[config.mk]
export PLATFORM = sky130hd
export DESIGN_NAME = usart_transmitter
export DESIGN_NICKNAME = d
export VERILOG_FILES = /design/src/logic/usart_transmitter.v
export VERILOG_INCLUDE_DIRS = /design/src /design/src/logic
export SDC_FILE = /design/constraint.sdc
export NUM_CORES = 1
export LEC_CHECK = 0
export ABC_AREA = 1
export ABC_CLOCK_PERIOD_IN_PS = 4600
export BUFFER_PORTS_ARGS = -buffer_cell sky130_fd_sc_hd__clkbuf_2
export CORE_ASPECT_RATIO = 1.4
export CORE_MARGIN = 2
export CORE_UTILIZATION = 40
export DETAILED_ROUTE_END_ITERATION = 12
export PLACE_DENSITY = 0.64
export SYNTH_ARGS = -nofsm -noshare
export SYNTH_HDL_FRONTEND = slang
export SYNTH_SLANG_ARGS = --single-unit
[constraint.sdc]
create_clock -name REF_CLK -period 4.6 [get_ports REF_CLK]
set_clock_uncertainty 0.15 [all_clocks]
set_input_delay 0.46 -clock REF_CLK [delete_from_list [all_inputs] [get_ports REF_CLK]]
set_output_delay 0.46 -clock REF_CLK [all_outputs]
set_load 0.05 [all_outputs]
[src/logic/usart_tx_map.vh]
// Register map, field positions, reset values and timing counts for the
// serial transmitter section.
// Assumes a 32-bit APB bus; each register sits at four times its index.
`ifndef USART_TX_MAP_VH
`define USART_TX_MAP_VH

// ==========================================================================
// Register indexes (byte address is four times the index)
// ==========================================================================
`define TSC_INDEX        8'h2D  // transmitter_status_control
`define DATA_INDEX       8'h2E  // serial_data_register
`define SYNC_INDEX       8'h2F  // synchronous character
`define FMT_INDEX        8'h30  // character format
`define DIV_INDEX        8'h31  // shift clock divisor
`define ISTAT_INDEX      8'h32  // sticky interrupt status, write one to clear
`define IMASK_INDEX      8'h33  // interrupt mask, same layout
`define ADDR_W           8      // Width of PADDR

// ==========================================================================
// transmitter_status_control fields
// ==========================================================================
`define TSC_BE           7      // tx_buffer_empty_flag, read only
`define TSC_UE           6      // tx_underrun_flag, cleared by read
`define TSC_AT           5      // auto_turnaround_bit
`define TSC_END          4      // end of transmission, read only
`define TSC_BRK          3      // break request
`define TSC_HI           2      // output forcing, high select
`define TSC_LO           1      // output forcing, low select
`define TSC_TE           0      // tx_enable_bit

// ==========================================================================
// Interrupt status / mask fields
// ==========================================================================
`define IRQ_BE           0      // buffer-empty channel
`define IRQ_UE           1      // underrun / end channel

// ==========================================================================
// Output forcing codes {high, low}
// ==========================================================================
`define FORCE_HIZ        2'h0
`define FORCE_LOW        2'h1
`define FORCE_HIGH       2'h2
`define FORCE_LOOP       2'h3

// ==========================================================================
// Reset values and frame sizes
// ==========================================================================
`define SYNC_RESET       8'h00
`define DIV_RESET        16'h0010
`define FMT_SYNC_BIT     0      // 1 = synchronous character format
`define ASYNC_BITS       4'hA   // start, eight data bits, stop
`define SYNC_BITS        4'h8   // eight data bits

`endif

[src/logic/usart_transmitter.v]
// Transmit section of a serial port: data buffer, shift register, break,
// output forcing, status flags and two interrupt channels, APB registers.
// Assumes one 200 MHz clock, synchronous active-low reset, and an APB
// master on the same clock; no input crosses a clock domain.
`include "usart_tx_map.vh"
`default_nettype none

module usart_transmitter #(
	parameter DIV_W = 16  // Width of the shift clock divisor
) (
	input  wire        REF_CLK,
	input  wire        RST_N,
	input  wire        PSEL,
	input  wire        PENABLE,
	input  wire        PWRITE,
	input  wire [7:0]  PADDR,
	input  wire [31:0] PWDATA,
	input  wire [3:0]  PSTRB,
	output reg  [31:0] PRDATA,
	output reg         PREADY,
	output reg         PSLVERR,
	output reg         TX_DATA,
	output reg         TX_DATA_OE,
	output reg         TX_LOOPBACK,
	output reg         TX_READY,
	output reg         RX_TURNAROUND,
	output reg         IRQ
);

	// ======================================================================
	// Engine states
	// ======================================================================
	localparam [2:0] ST_OFF   = 3'h0;  // Disabled, line forced
	localparam [2:0] ST_LEAD  = 3'h1;  // Enabled, waiting to send lead one
	localparam [2:0] ST_IDLE  = 3'h2;  // Enabled, shifter empty
	localparam [2:0] ST_SHIFT = 3'h3;  // Shifting a data or sync word
	localparam [2:0] ST_BREAK = 3'h4;  // Shifting all-zero break characters
	localparam [2:0] ST_BSTOP = 3'h5;  // Stop bit closing a break

	// ======================================================================
	// Declarations
	// ======================================================================
	reg  [2:0]       state;       // Engine state
	reg  [7:0]       buf_word;    // Transmit buffer
	reg              buf_full;    // Buffer holds an unsent word
	reg  [9:0]       shifter;     // Remaining bits of the frame
	reg  [3:0]       bits_left;   // Bits still to show after current one
	reg              line_bit;    // Bit currently on the line
	reg              be;          // Buffer-empty flag
	reg              ue;          // Underrun flag
	reg              endf;        // End-of-transmission flag
	reg              at;          // Auto-turnaround control
	reg              brk;         // Break request
	reg  [1:0]       force_sel;   // Output forcing field {high, low}
	reg              te;          // Transmitter enable
	reg  [7:0]       sync_char;   // Synchronous character
	reg              fmt_sync;    // Character format
	reg  [DIV_W-1:0] divisor;     // Shift clock divisor
	reg  [DIV_W-1:0] div_cnt;     // Divider counter
	reg              tick;        // One-cycle shift clock enable
	reg  [1:0]       ist;         // Sticky interrupt status
	reg  [1:0]       imask;       // Interrupt mask
	reg  [1:0]       ev;          // Interrupt events this cycle
	reg              ue_set;      // Underrun raised this cycle

	wire             done;        // APB transfer completes this edge
	wire             wr;          // Completing write
	wire             rd;          // Completing read
	wire [7:0]       idx;         // Register index from address
	wire             aligned;     // Word-aligned address
	wire             mapped;      // Address hits a register
	wire [9:0]       data_frame;  // Frame built from the buffer
	wire [9:0]       sync_frame;  // Frame built from the sync character
	wire [3:0]       frame_len;   // Bits per character in this format
	wire [7:0]       tsc_read;    // Status/control read image

	// ======================================================================
	// APB decode
	// ======================================================================
	// PREADY comes from a flop, so every transfer has one wait state
	assign done    = PSEL & PENABLE & PREADY;
	assign wr      = done & PWRITE;
	assign rd      = done & ~PWRITE;
	assign idx     = {2'h0, PADDR[7:2]};
	assign aligned = (PADDR[1:0] == 2'h0);
	assign mapped  = aligned & ((idx == `TSC_INDEX) | (idx == `DATA_INDEX) |
		(idx == `SYNC_INDEX) | (idx == `FMT_INDEX) | (idx == `DIV_INDEX) |
		(idx == `ISTAT_INDEX) | (idx == `IMASK_INDEX));

	// Frames go out LSB first; async frames carry start and stop bits
	assign data_frame = fmt_sync ? {2'h3, buf_word} : {1'b1, buf_word, 1'b0};
	assign sync_frame = {2'h3, sync_char};
	assign frame_len  = fmt_sync ? `SYNC_BITS : `ASYNC_BITS;

	assign tsc_read = {be, ue, at, endf, brk, force_sel, te};

	// ======================================================================
	// APB answer: ready, read data and error
	// ======================================================================
	// Raised one cycle into the access phase, dropped after completion
	always @(posedge REF_CLK) begin
		if (!RST_N) begin
			PREADY  <= 1'b0;
			PSLVERR <= 1'b0;
			PRDATA  <= 32'h00000000;
		end else if (PSEL & PENABLE & ~PREADY) begin
			PREADY  <= 1'b1;
			PSLVERR <= ~mapped;  // Unmapped or misaligned address
			PRDATA  <= 32'h00000000;
			if (!PWRITE & aligned) begin
				case (idx)
					`TSC_INDEX:   PRDATA <= {24'h000000, tsc_read};
					`DATA_INDEX:  PRDATA <= {24'h000000, buf_word};
					`SYNC_INDEX:  PRDATA <= {24'h000000, sync_char};
					`FMT_INDEX:   PRDATA <= {31'h00000000, fmt_sync};
					`DIV_INDEX:   PRDATA <= {{(32 - DIV_W){1'b0}}, divisor};
					`ISTAT_INDEX: PRDATA <= {30'h00000000, ist};
					`IMASK_INDEX: PRDATA <= {30'h00000000, imask};
					default:      PRDATA <= 32'h00000000;
				endcase
			end
		end else begin
			PREADY  <= 1'b0;
			PSLVERR <= 1'b0;
		end
	end

	// ======================================================================
	// Shift clock divider
	// ======================================================================
	// One tick per divisor+1 cycles; all line timing steps on this tick
	always @(posedge REF_CLK) begin
		if (!RST_N) begin
			div_cnt <= {DIV_W{1'b0}};
			tick    <= 1'b0;
		end else if (div_cnt >= divisor) begin
			div_cnt <= {DIV_W{1'b0}};
			tick    <= 1'b1;
		end else begin
			div_cnt <= div_cnt + 1'b1;
			tick    <= 1'b0;
		end
	end

	// ======================================================================
	// Configuration registers written by software
	// ======================================================================
	always @(posedge REF_CLK) begin
		if (!RST_N) begin
			at        <= 1'b0;
			brk       <= 1'b0;
			force_sel <= `FORCE_HIZ;
			te        <= 1'b0;
			sync_char <= `SYNC_RESET;
			fmt_sync  <= 1'b0;
			divisor   <= `DIV_RESET;
			imask     <= 2'h0;
		end else if (wr & PSTRB[0]) begin
			case (idx)
				`TSC_INDEX: begin
					at        <= PWDATA[`TSC_AT];
					brk       <= PWDATA[`TSC_BRK];
					force_sel <= {PWDATA[`TSC_HI], PWDATA[`TSC_LO]};
					te        <= PWDATA[`TSC_TE];
				end
				`SYNC_INDEX:  sync_char <= PWDATA[7:0];
				`FMT_INDEX:   fmt_sync  <= PWDATA[`FMT_SYNC_BIT];
				`DIV_INDEX:   divisor   <= PWDATA[DIV_W-1:0];
				`IMASK_INDEX: imask     <= PWDATA[1:0];
				default: begin
					// Other indexes hold no configuration
				end
			endcase
		end
	end

	// ======================================================================
	// Transmit engine, buffer and status flags
	// ======================================================================
	// A single process owns the buffer and flags so that a data write and a
	// transfer in the same cycle resolve in one place.
	always @(posedge REF_CLK) begin
		if (!RST_N) begin
			state         <= ST_OFF;
			buf_word      <= 8'h00;
			buf_full      <= 1'b0;
			shifter       <= 10'h3FF;
			bits_left     <= 4'h0;
			line_bit      <= 1'b1;
			be            <= 1'b1;
			ue            <= 1'b0;
			endf          <= 1'b0;
			ev            <= 2'h0;
			ue_set        <= 1'b0;
			RX_TURNAROUND <= 1'b0;
		end else begin
			ev            <= 2'h0;
			ue_set        <= 1'b0;
			RX_TURNAROUND <= 1'b0;

			// Enabling clears the end flag; a same-cycle stop below wins
			if (wr & PSTRB[0] & (idx == `TSC_INDEX) & PWDATA[`TSC_TE]) begin
				endf <= 1'b0;
			end

			// Engine steps only on the shift clock
			if (tick) begin
				case (state)
					ST_OFF: begin
						// Buffer may already hold a word here
						if (te) begin
							state <= ST_LEAD;
						end
					end
					ST_LEAD: begin
						if (!te) begin
							state <= ST_OFF;
							endf  <= 1'b1;
						end else begin
							// Single one ahead of the first word
							line_bit <= 1'b1;
							state    <= ST_IDLE;
						end
					end
					ST_IDLE, ST_SHIFT, ST_BSTOP: begin
						if (state == ST_SHIFT && bits_left != 4'h0) begin
							// Mid-character: next bit out
							line_bit  <= shifter[0];
							shifter   <= {1'b1, shifter[9:1]};
							bits_left <= bits_left - 1'b1;
						end else if (!te) begin
							// Word done or none in progress; buffer kept
							state         <= ST_OFF;
							endf          <= 1'b1;
							line_bit      <= 1'b1;
							RX_TURNAROUND <= at;
						end else if (brk && !fmt_sync) begin
							// Break starts at the boundary or at once
							state     <= ST_BREAK;
							line_bit  <= 1'b0;
							shifter   <= 10'h000;
							bits_left <= `ASYNC_BITS - 4'h1;
						end else if (buf_full) begin
							// Transfer buffer into the shifter
							state     <= ST_SHIFT;
							line_bit  <= data_frame[0];
							shifter   <= {1'b1, data_frame[9:1]};
							bits_left <= frame_len - 4'h1;
							buf_full  <= 1'b0;
							be        <= 1'b1;
							ev[`IRQ_BE] <= 1'b1;
						end else begin
							// Shifter ran dry before a new word arrived
							if (state != ST_IDLE) begin
								ue_set      <= 1'b1;
								ev[`IRQ_UE] <= 1'b1;
							end
							if (fmt_sync) begin
								// Keep sending the sync character
								state     <= ST_SHIFT;
								line_bit  <= sync_frame[0];
								shifter   <= {1'b1, sync_frame[9:1]};
								bits_left <= `SYNC_BITS - 4'h1;
							end else begin
								state    <= ST_IDLE;
								line_bit <= 1'b1;
							end
						end
					end
					ST_BREAK: begin
						if (bits_left != 4'h0) begin
							line_bit  <= 1'b0;
							bits_left <= bits_left - 1'b1;
						end else begin
							// Character boundary inside the break
							ev[`IRQ_UE] <= 1'b1;
							if (!te) begin
								// Stop with no closing stop bit
								state    <= ST_OFF;
								line_bit <= 1'b1;
								endf     <= 1'b1;
							end else if (brk) begin
								bits_left <= `ASYNC_BITS - 4'h1;
							end else begin
								// Break cleared: one stop bit, then resume
								state    <= ST_BSTOP;
								line_bit <= 1'b1;
							end
						end
					end
					default: begin
						state <= ST_OFF;
					end
				endcase
			end

			// Software writes the buffer; a write beats a same-cycle transfer
			if (wr & PSTRB[0] & (idx == `DATA_INDEX)) begin
				buf_word <= PWDATA[7:0];
				buf_full <= 1'b1;
				be       <= 1'b0;
			end

			// Underrun: status read or disable clears; a new event wins
			if (ue_set) begin
				ue <= 1'b1;
			end else if ((rd & (idx == `TSC_INDEX)) | ~te) begin
				ue <= 1'b0;
			end
		end
	end

	// ======================================================================
	// Interrupt status, mask and request
	// ======================================================================
	// Status bits latch whether or not their channel is unmasked; the mask
	// only gates the request line, so polling software sees every event.
	always @(posedge REF_CLK) begin
		if (!RST_N) begin
			ist <= 2'h0;
			IRQ <= 1'b0;
		end else begin
			if (wr & PSTRB[0] & (idx == `ISTAT_INDEX)) begin
				ist <= (ist & ~PWDATA[1:0]) | ev;
			end else begin
				ist <= ist | ev;
			end
			IRQ <= |(ist & imask);
		end
	end

	// ======================================================================
	// Line drive and handshake
	// ======================================================================
	// Forcing applies while disabled and until the lead bit goes out
	always @(posedge REF_CLK) begin
		if (!RST_N) begin
			TX_DATA     <= 1'b1;
			TX_DATA_OE  <= 1'b0;
			TX_LOOPBACK <= 1'b0;
			TX_READY    <= 1'b0;
		end else begin
			TX_LOOPBACK <= (force_sel == `FORCE_LOOP);
			TX_READY    <= te & ~buf_full;
			if (state == ST_OFF || state == ST_LEAD) begin
				case (force_sel)
					`FORCE_HIZ: begin
						TX_DATA    <= 1'b1;
						TX_DATA_OE <= 1'b0;
					end
					`FORCE_LOW: begin
						TX_DATA    <= 1'b0;
						TX_DATA_OE <= 1'b1;
					end
					`FORCE_HIGH: begin
						TX_DATA    <= 1'b1;
						TX_DATA_OE <= 1'b1;
					end
					default: begin
						// Loopback keeps the pin at mark
						TX_DATA    <= 1'b1;
						TX_DATA_OE <= 1'b1;
					end
				endcase
			end else begin
				TX_DATA    <= line_bit;
				TX_DATA_OE <= 1'b1;
			end
		end
	end

endmodule

`default_nettype wire

-- Word-level counts from Yosys, hierarchy flattened
Index checks and enable logic that the tools add are counted.
- bits in registers: 124
- input port bits: 49
- logic and storage cells: 208
- add/subtract/negate cells: 3
- order comparisons: 1
- eq/ne operators: 27
- multiplexer cells: 75
- bitwise logic cells: 34
- reductions and logical operators: 36
- operators by type and width (cell ; count):
    $pmux 16 s7 ; 1
    $mux 10 ; 5
    $eq 6x6->1 const B ; 7
    $mux 1 ; 41
    $mux 4 ; 8
    $mux 3 ; 7
    $add 16x1->16 const B ; 1
    $ge 16x16->1 ; 1
    $mux 16 ; 1
    $and 1x1->1 ; 14
    $reduce_and 2->1 ; 7
    $reduce_bool 2->1 ; 7
    $mux 2 ; 6
    $ne 3x3->1 const B ; 4
    $pmux 3 s4 ; 1
    $reduce_and 6->1 ; 2
    $reduce_and 5->1 ; 2
    $mux 9 ; 1
    $ne 2x2->1 const B ; 4
    $not 1->1 ; 8
    $pmux 4 s2 ; 1
    $reduce_and 4->1 ; 2
    $reduce_bool 4->1 ; 2
    $sub 4x1->4 const B ; 2
    other kinds (25) ; 41

-- Logic depth before layout (Yosys ltp)
- depth after elaboration: 11
- gate-level depth with buffers: 13

-- Worst setup path after synthesis
No wires, ideal clock.
- kind: register to register
- start: register PREADY
- end: register sync_char[5]
- library setup time: 119 ps
- arrival: 1675 ps
- required time: 4331 ps
- slack: 2656 ps
- stages on the path, launching flop included: 7
- path buffers: 1
- clock period less this slack: 1944 ps
- cells stage by stage: dfxtp_1 > nand3_1 > nor2_1 > nand2_1 > buf_2 > o21ai_0 > a21oi_1
- word-level cells in the longest chain between the ends: 4
- ends and longest elaborated chain (what ; RTL line ; source):
    start: declaration ; usart_transmitter.v:20 ; output reg PREADY,
    start signal: assignment ; usart_transmitter.v:103 ; PREADY <= 1'b0;
    start signal: assignment ; usart_transmitter.v:107 ; PREADY <= 1'b1;
    start signal: assignment ; usart_transmitter.v:123 ; PREADY <= 1'b0;
    $and 1x1->1 ; usart_transmitter.v:81 ; assign done = PSEL & PENABLE & PREADY;
    $and 1x1->1 ; usart_transmitter.v:82 ; assign wr = done & PWRITE;
    $and 1x1->1 ; usart_transmitter.v:158 ; end else if (wr & PSTRB[0]) begin
    $reduce_and 2->1 (no source line) ; -- ;
    end signal: assignment ; usart_transmitter.v:154 ; sync_char <= `SYNC_RESET;
    end signal: assignment ; usart_transmitter.v:166 ; `SYNC_INDEX: sync_char <= PWDATA[7:0];
    end: declaration ; usart_transmitter.v:56 ; reg [7:0] sync_char;
Every way passes these cells.
A chain may end at the register's enable or synchronous reset.

-- Final worst setup path
- start: register PREADY
- end: register divisor[0]
- word-level cells in the longest chain between the ends: 4
- ends and longest elaborated chain (what ; RTL line ; source):
    $and 1x1->1 ; usart_transmitter.v:81 ;
    $and 1x1->1 ; usart_transmitter.v:82 ;
    $and 1x1->1 ; usart_transmitter.v:158 ;
    $reduce_and 2->1 (no source line) ; -- ;
    end signal: assignment ; usart_transmitter.v:156 ; divisor <= `DIV_RESET;
    end signal: assignment ; usart_transmitter.v:168 ; `DIV_INDEX: divisor <= PWDATA[DIV_W-1:0];
    end: declaration ; usart_transmitter.v:58 ; reg [DIV_W-1:0] divisor;
Every way passes these cells.

==> metrics <==
status complete, no violations; global-route wire length before repair about 22 mm; Clock Sinks ~110; Detailed Route WL ~14 mm; worst r2r dst divisor[0]; Comb pwr share 0.057; switch share 0.254; CTS clock-pin slew for the worst setup and hold paths 70 ps; die height around 140 um; WL per Instance between 10 and 15 um; Peak VDD IR 0.213 mV; routability congestion estimate between 0.9 and 1; CTS max path bufs 2; PD cells about 300 mW/mm2; post_cts resized 0; HP Class in -> reg; Synth Area in XOR/XNOR 0.0224; port buffer count 53; starting density of the core 0.409; main combinational cell family by area after synthesis simple AND/OR/NAND/NOR gates; post-route setup slack 2240 ps; delay of the slowest critical-path stage approximately 660 ps; antenna diode count 0; Worst Path Required about 4800 ps; shortest period the worst path allows approximately 2400 ps; layout cells sized above 1 0.0950; chip width about 100 um; Final HPWL DP 10.2 mm; slowest stage cell, crit path nand2_1; first-iteration detailed-routing DRC count about 200; hold path start PWDATA[13]; worst endpoint data arrival time 2510 ps; Area Growth Syn to Fin 11.4%; reg2reg setup slack ~2200 ps; commonest non-fill, non-tap cell in the layout nand2_1; power share of the clock group 0.416; Setup violations, final 0; Clock Tree Root clkbuf_16; Mean Syn Cell Area 6.79 um2; Cell Area, Synth 0.00547 mm2; YS warnings 0; post-synthesis mux area share 0; Post-Synthesis Cells between 800 and 900; setup TNS 0 ps; aggregate global routing overflow 0; antenna violations before repair 0; Post-CTS Hold Buffers 0; RSZ-0062 raised after global routing false; vias in the first global route between 4000 and 5000; max-slew violations 0; compound-gate portion of the synthesized area 0.170; DRT Pass-1 Iters 5; Post-Synth Adder-Cell Area 0.0412; Core ar. between 0.01 and 0.015 mm2; Hold EP divisor[13]; Int Pwr around 1300 uW; largest net degree at the start of global routing 58; Leak Pwr approximately 0.0026 uW; Seq pwr share 0.526; sw power 454 uW; ratio of final minimum period to clock period 0.514; max-cap violations 0; worst setup slack after placement 2010 ps; Hold Slack between 200 and 250 ps; maximum fanout along the worst path 29; Vias 4992; Cell Chain, Critical Path nand3_1 > nor2_1 > nand2_1 > inv_1 > o21ai_0 > a21oi_1; FMAX 423 MHz; worst slew pin tran a little over 1000 ps; Reg2Reg Depth 6; Worst setup EP type flip-flop; WHS Path Cells 3; row count 50; worst skew pair latency 360 ps; type of origin of the critical path flip-flop; clock buffer count from CTS 9; num ports 89; Hold Vio Cnt, Final 0; RR Startpoint PREADY; WS Path Type reg -> reg; DRT antenna net count 0; H-Tree Depth 3; final net count 916; sequential area share after synthesis 0.395; Avg Vias per Cell 4.82; Tot GR Track Use 0.197; post-synthesis simple-gate area fraction 0.257; setup repair bufs after CTS 0; Slew headroom 0.313; #FFs+latches synth roughly 110; Netlist cell types 32; CTS tree built; Die Area 0.0146 mm2; most frequent cells in the layout nand2_1 (189), dfxtp_1 (108), inv_1 (105); residual DRC count 0
-- layout make-up --
type / count / area (um2)
clock buffers: 9 / 225
clock inverters: 6 / 50.0
fillers: 1418 / 7290
inverters: 107 / 402
multi-input cells: 568 / 2750
flip-flops and latches: 108 / 2160
well taps: 182 / 228
repair buffers: 55 / 280
-- per-stage QoR --
stage	total power (uW)	utilization	instances	cell area [um2]
5_1_grt	1850	0.455	1035	6090
6_report	1780	0.455	1035	6090
3_3_place_gp	1060	0.435	1020	5820
2_1_floorplan	1040	-	821	5530
4_1_cts	1800	0.455	1035	6090
3_5_place_dp	1060	0.435	1020	5820
-- worst max path at each step --
stage | cells after the start | start | to | slack (ps)
6_report | 6 | PREADY | divisor[0] | 2240
5_1_grt | 6 | PREADY | divisor[0] | 1870
4_1_cts | 6 | PREADY | divisor[0] | 2210
3_5_place_dp | 7 | PSEL | divisor[0] | 2010
3_3_place_gp | 7 | PSEL | divisor[0] | 2040
2_1_floorplan | 6 | PREADY | sync_char[5] | 2660
-- Yosys cell counts (all sizes together) --
| master | n | share of area |
|---|---|---|
| clkbuf | 15 | 0.010 |
| clkinv | 2 | 0.0014 |
| nand3b | 1 | 0.0014 |
| o22ai | 5 | 0.0057 |
| ha | 18 | 0.041 |
| a211oi | 1 | 0.0014 |
| inv | 105 | 0.072 |
| nor3 | 14 | 0.013 |
| nand4 | 6 | 0.0069 |
| nand2 | 193 | 0.13 |
| o21a | 1 | 0.0014 |
| o211ai | 5 | 0.0078 |
| buf | 23 | 0.029 |
| conb | 1 | 0.00069 |
| xnor2 | 6 | 0.0096 |
| dfxtp | 108 | 0.40 |
| xor2 | 8 | 0.013 |
| nand3 | 45 | 0.041 |
| a31oi | 2 | 0.0023 |
| nor2 | 83 | 0.061 |
| a21oi | 85 | 0.078 |
| o21ai | 78 | 0.072 |
| a21boi | 1 | 0.0014 |
-- sequential cells by signal (all words and copies together), names as in the netlist, 3 cells and up --
register and cells:
divisor 16, state 3, buf_word 8, PRDATA 16
bits_left 4, shifter 10, div_cnt 16, sync_char 8
-- cells by family (layout without fill, tap and decap cells) --
family,count (synthesis),in the layout
adder cells (fa/ha/maj),18,18
XOR/XNOR,14,14
flip-flops,108,108
buffers and inverters,145,177
other,1,16
AO/OA/AOI/OAI,178,178
AND/OR/NAND/NOR,342,342
-- metal layers --
metal | global-route usage | part of all wire | vias up
met2 | 0.361 | 0.53 | 88
met1 | 0.218 | 0.41 | 2239
met4 | 0.0706 | 0.018 | 0
met3 | 0.0476 | 0.041 | 18
li1 | - | - | 2647
met5 | 0 | 0 | -
-- worst max-delay path, delay by kind of cell (launching register included) --
family                 cells  cell delay (ps)
and+or+nand+nor            3             1250
DFF                        1              350
buffers and inverters      1              310
AOI/OAI and AO/OA          2              240
-- power groups by stage --
stage	registers [uW]	logic (uW)	clock network [uW]
2_1_floorplan	964	79.2	0
3_3_place_gp	961	102	0
3_5_place_dp	962	102	0
4_1_cts	939	102	761
5_1_grt	940	113	799
6_report	939	102	743
Note: power is estimated with default switching activity, not from simulation.
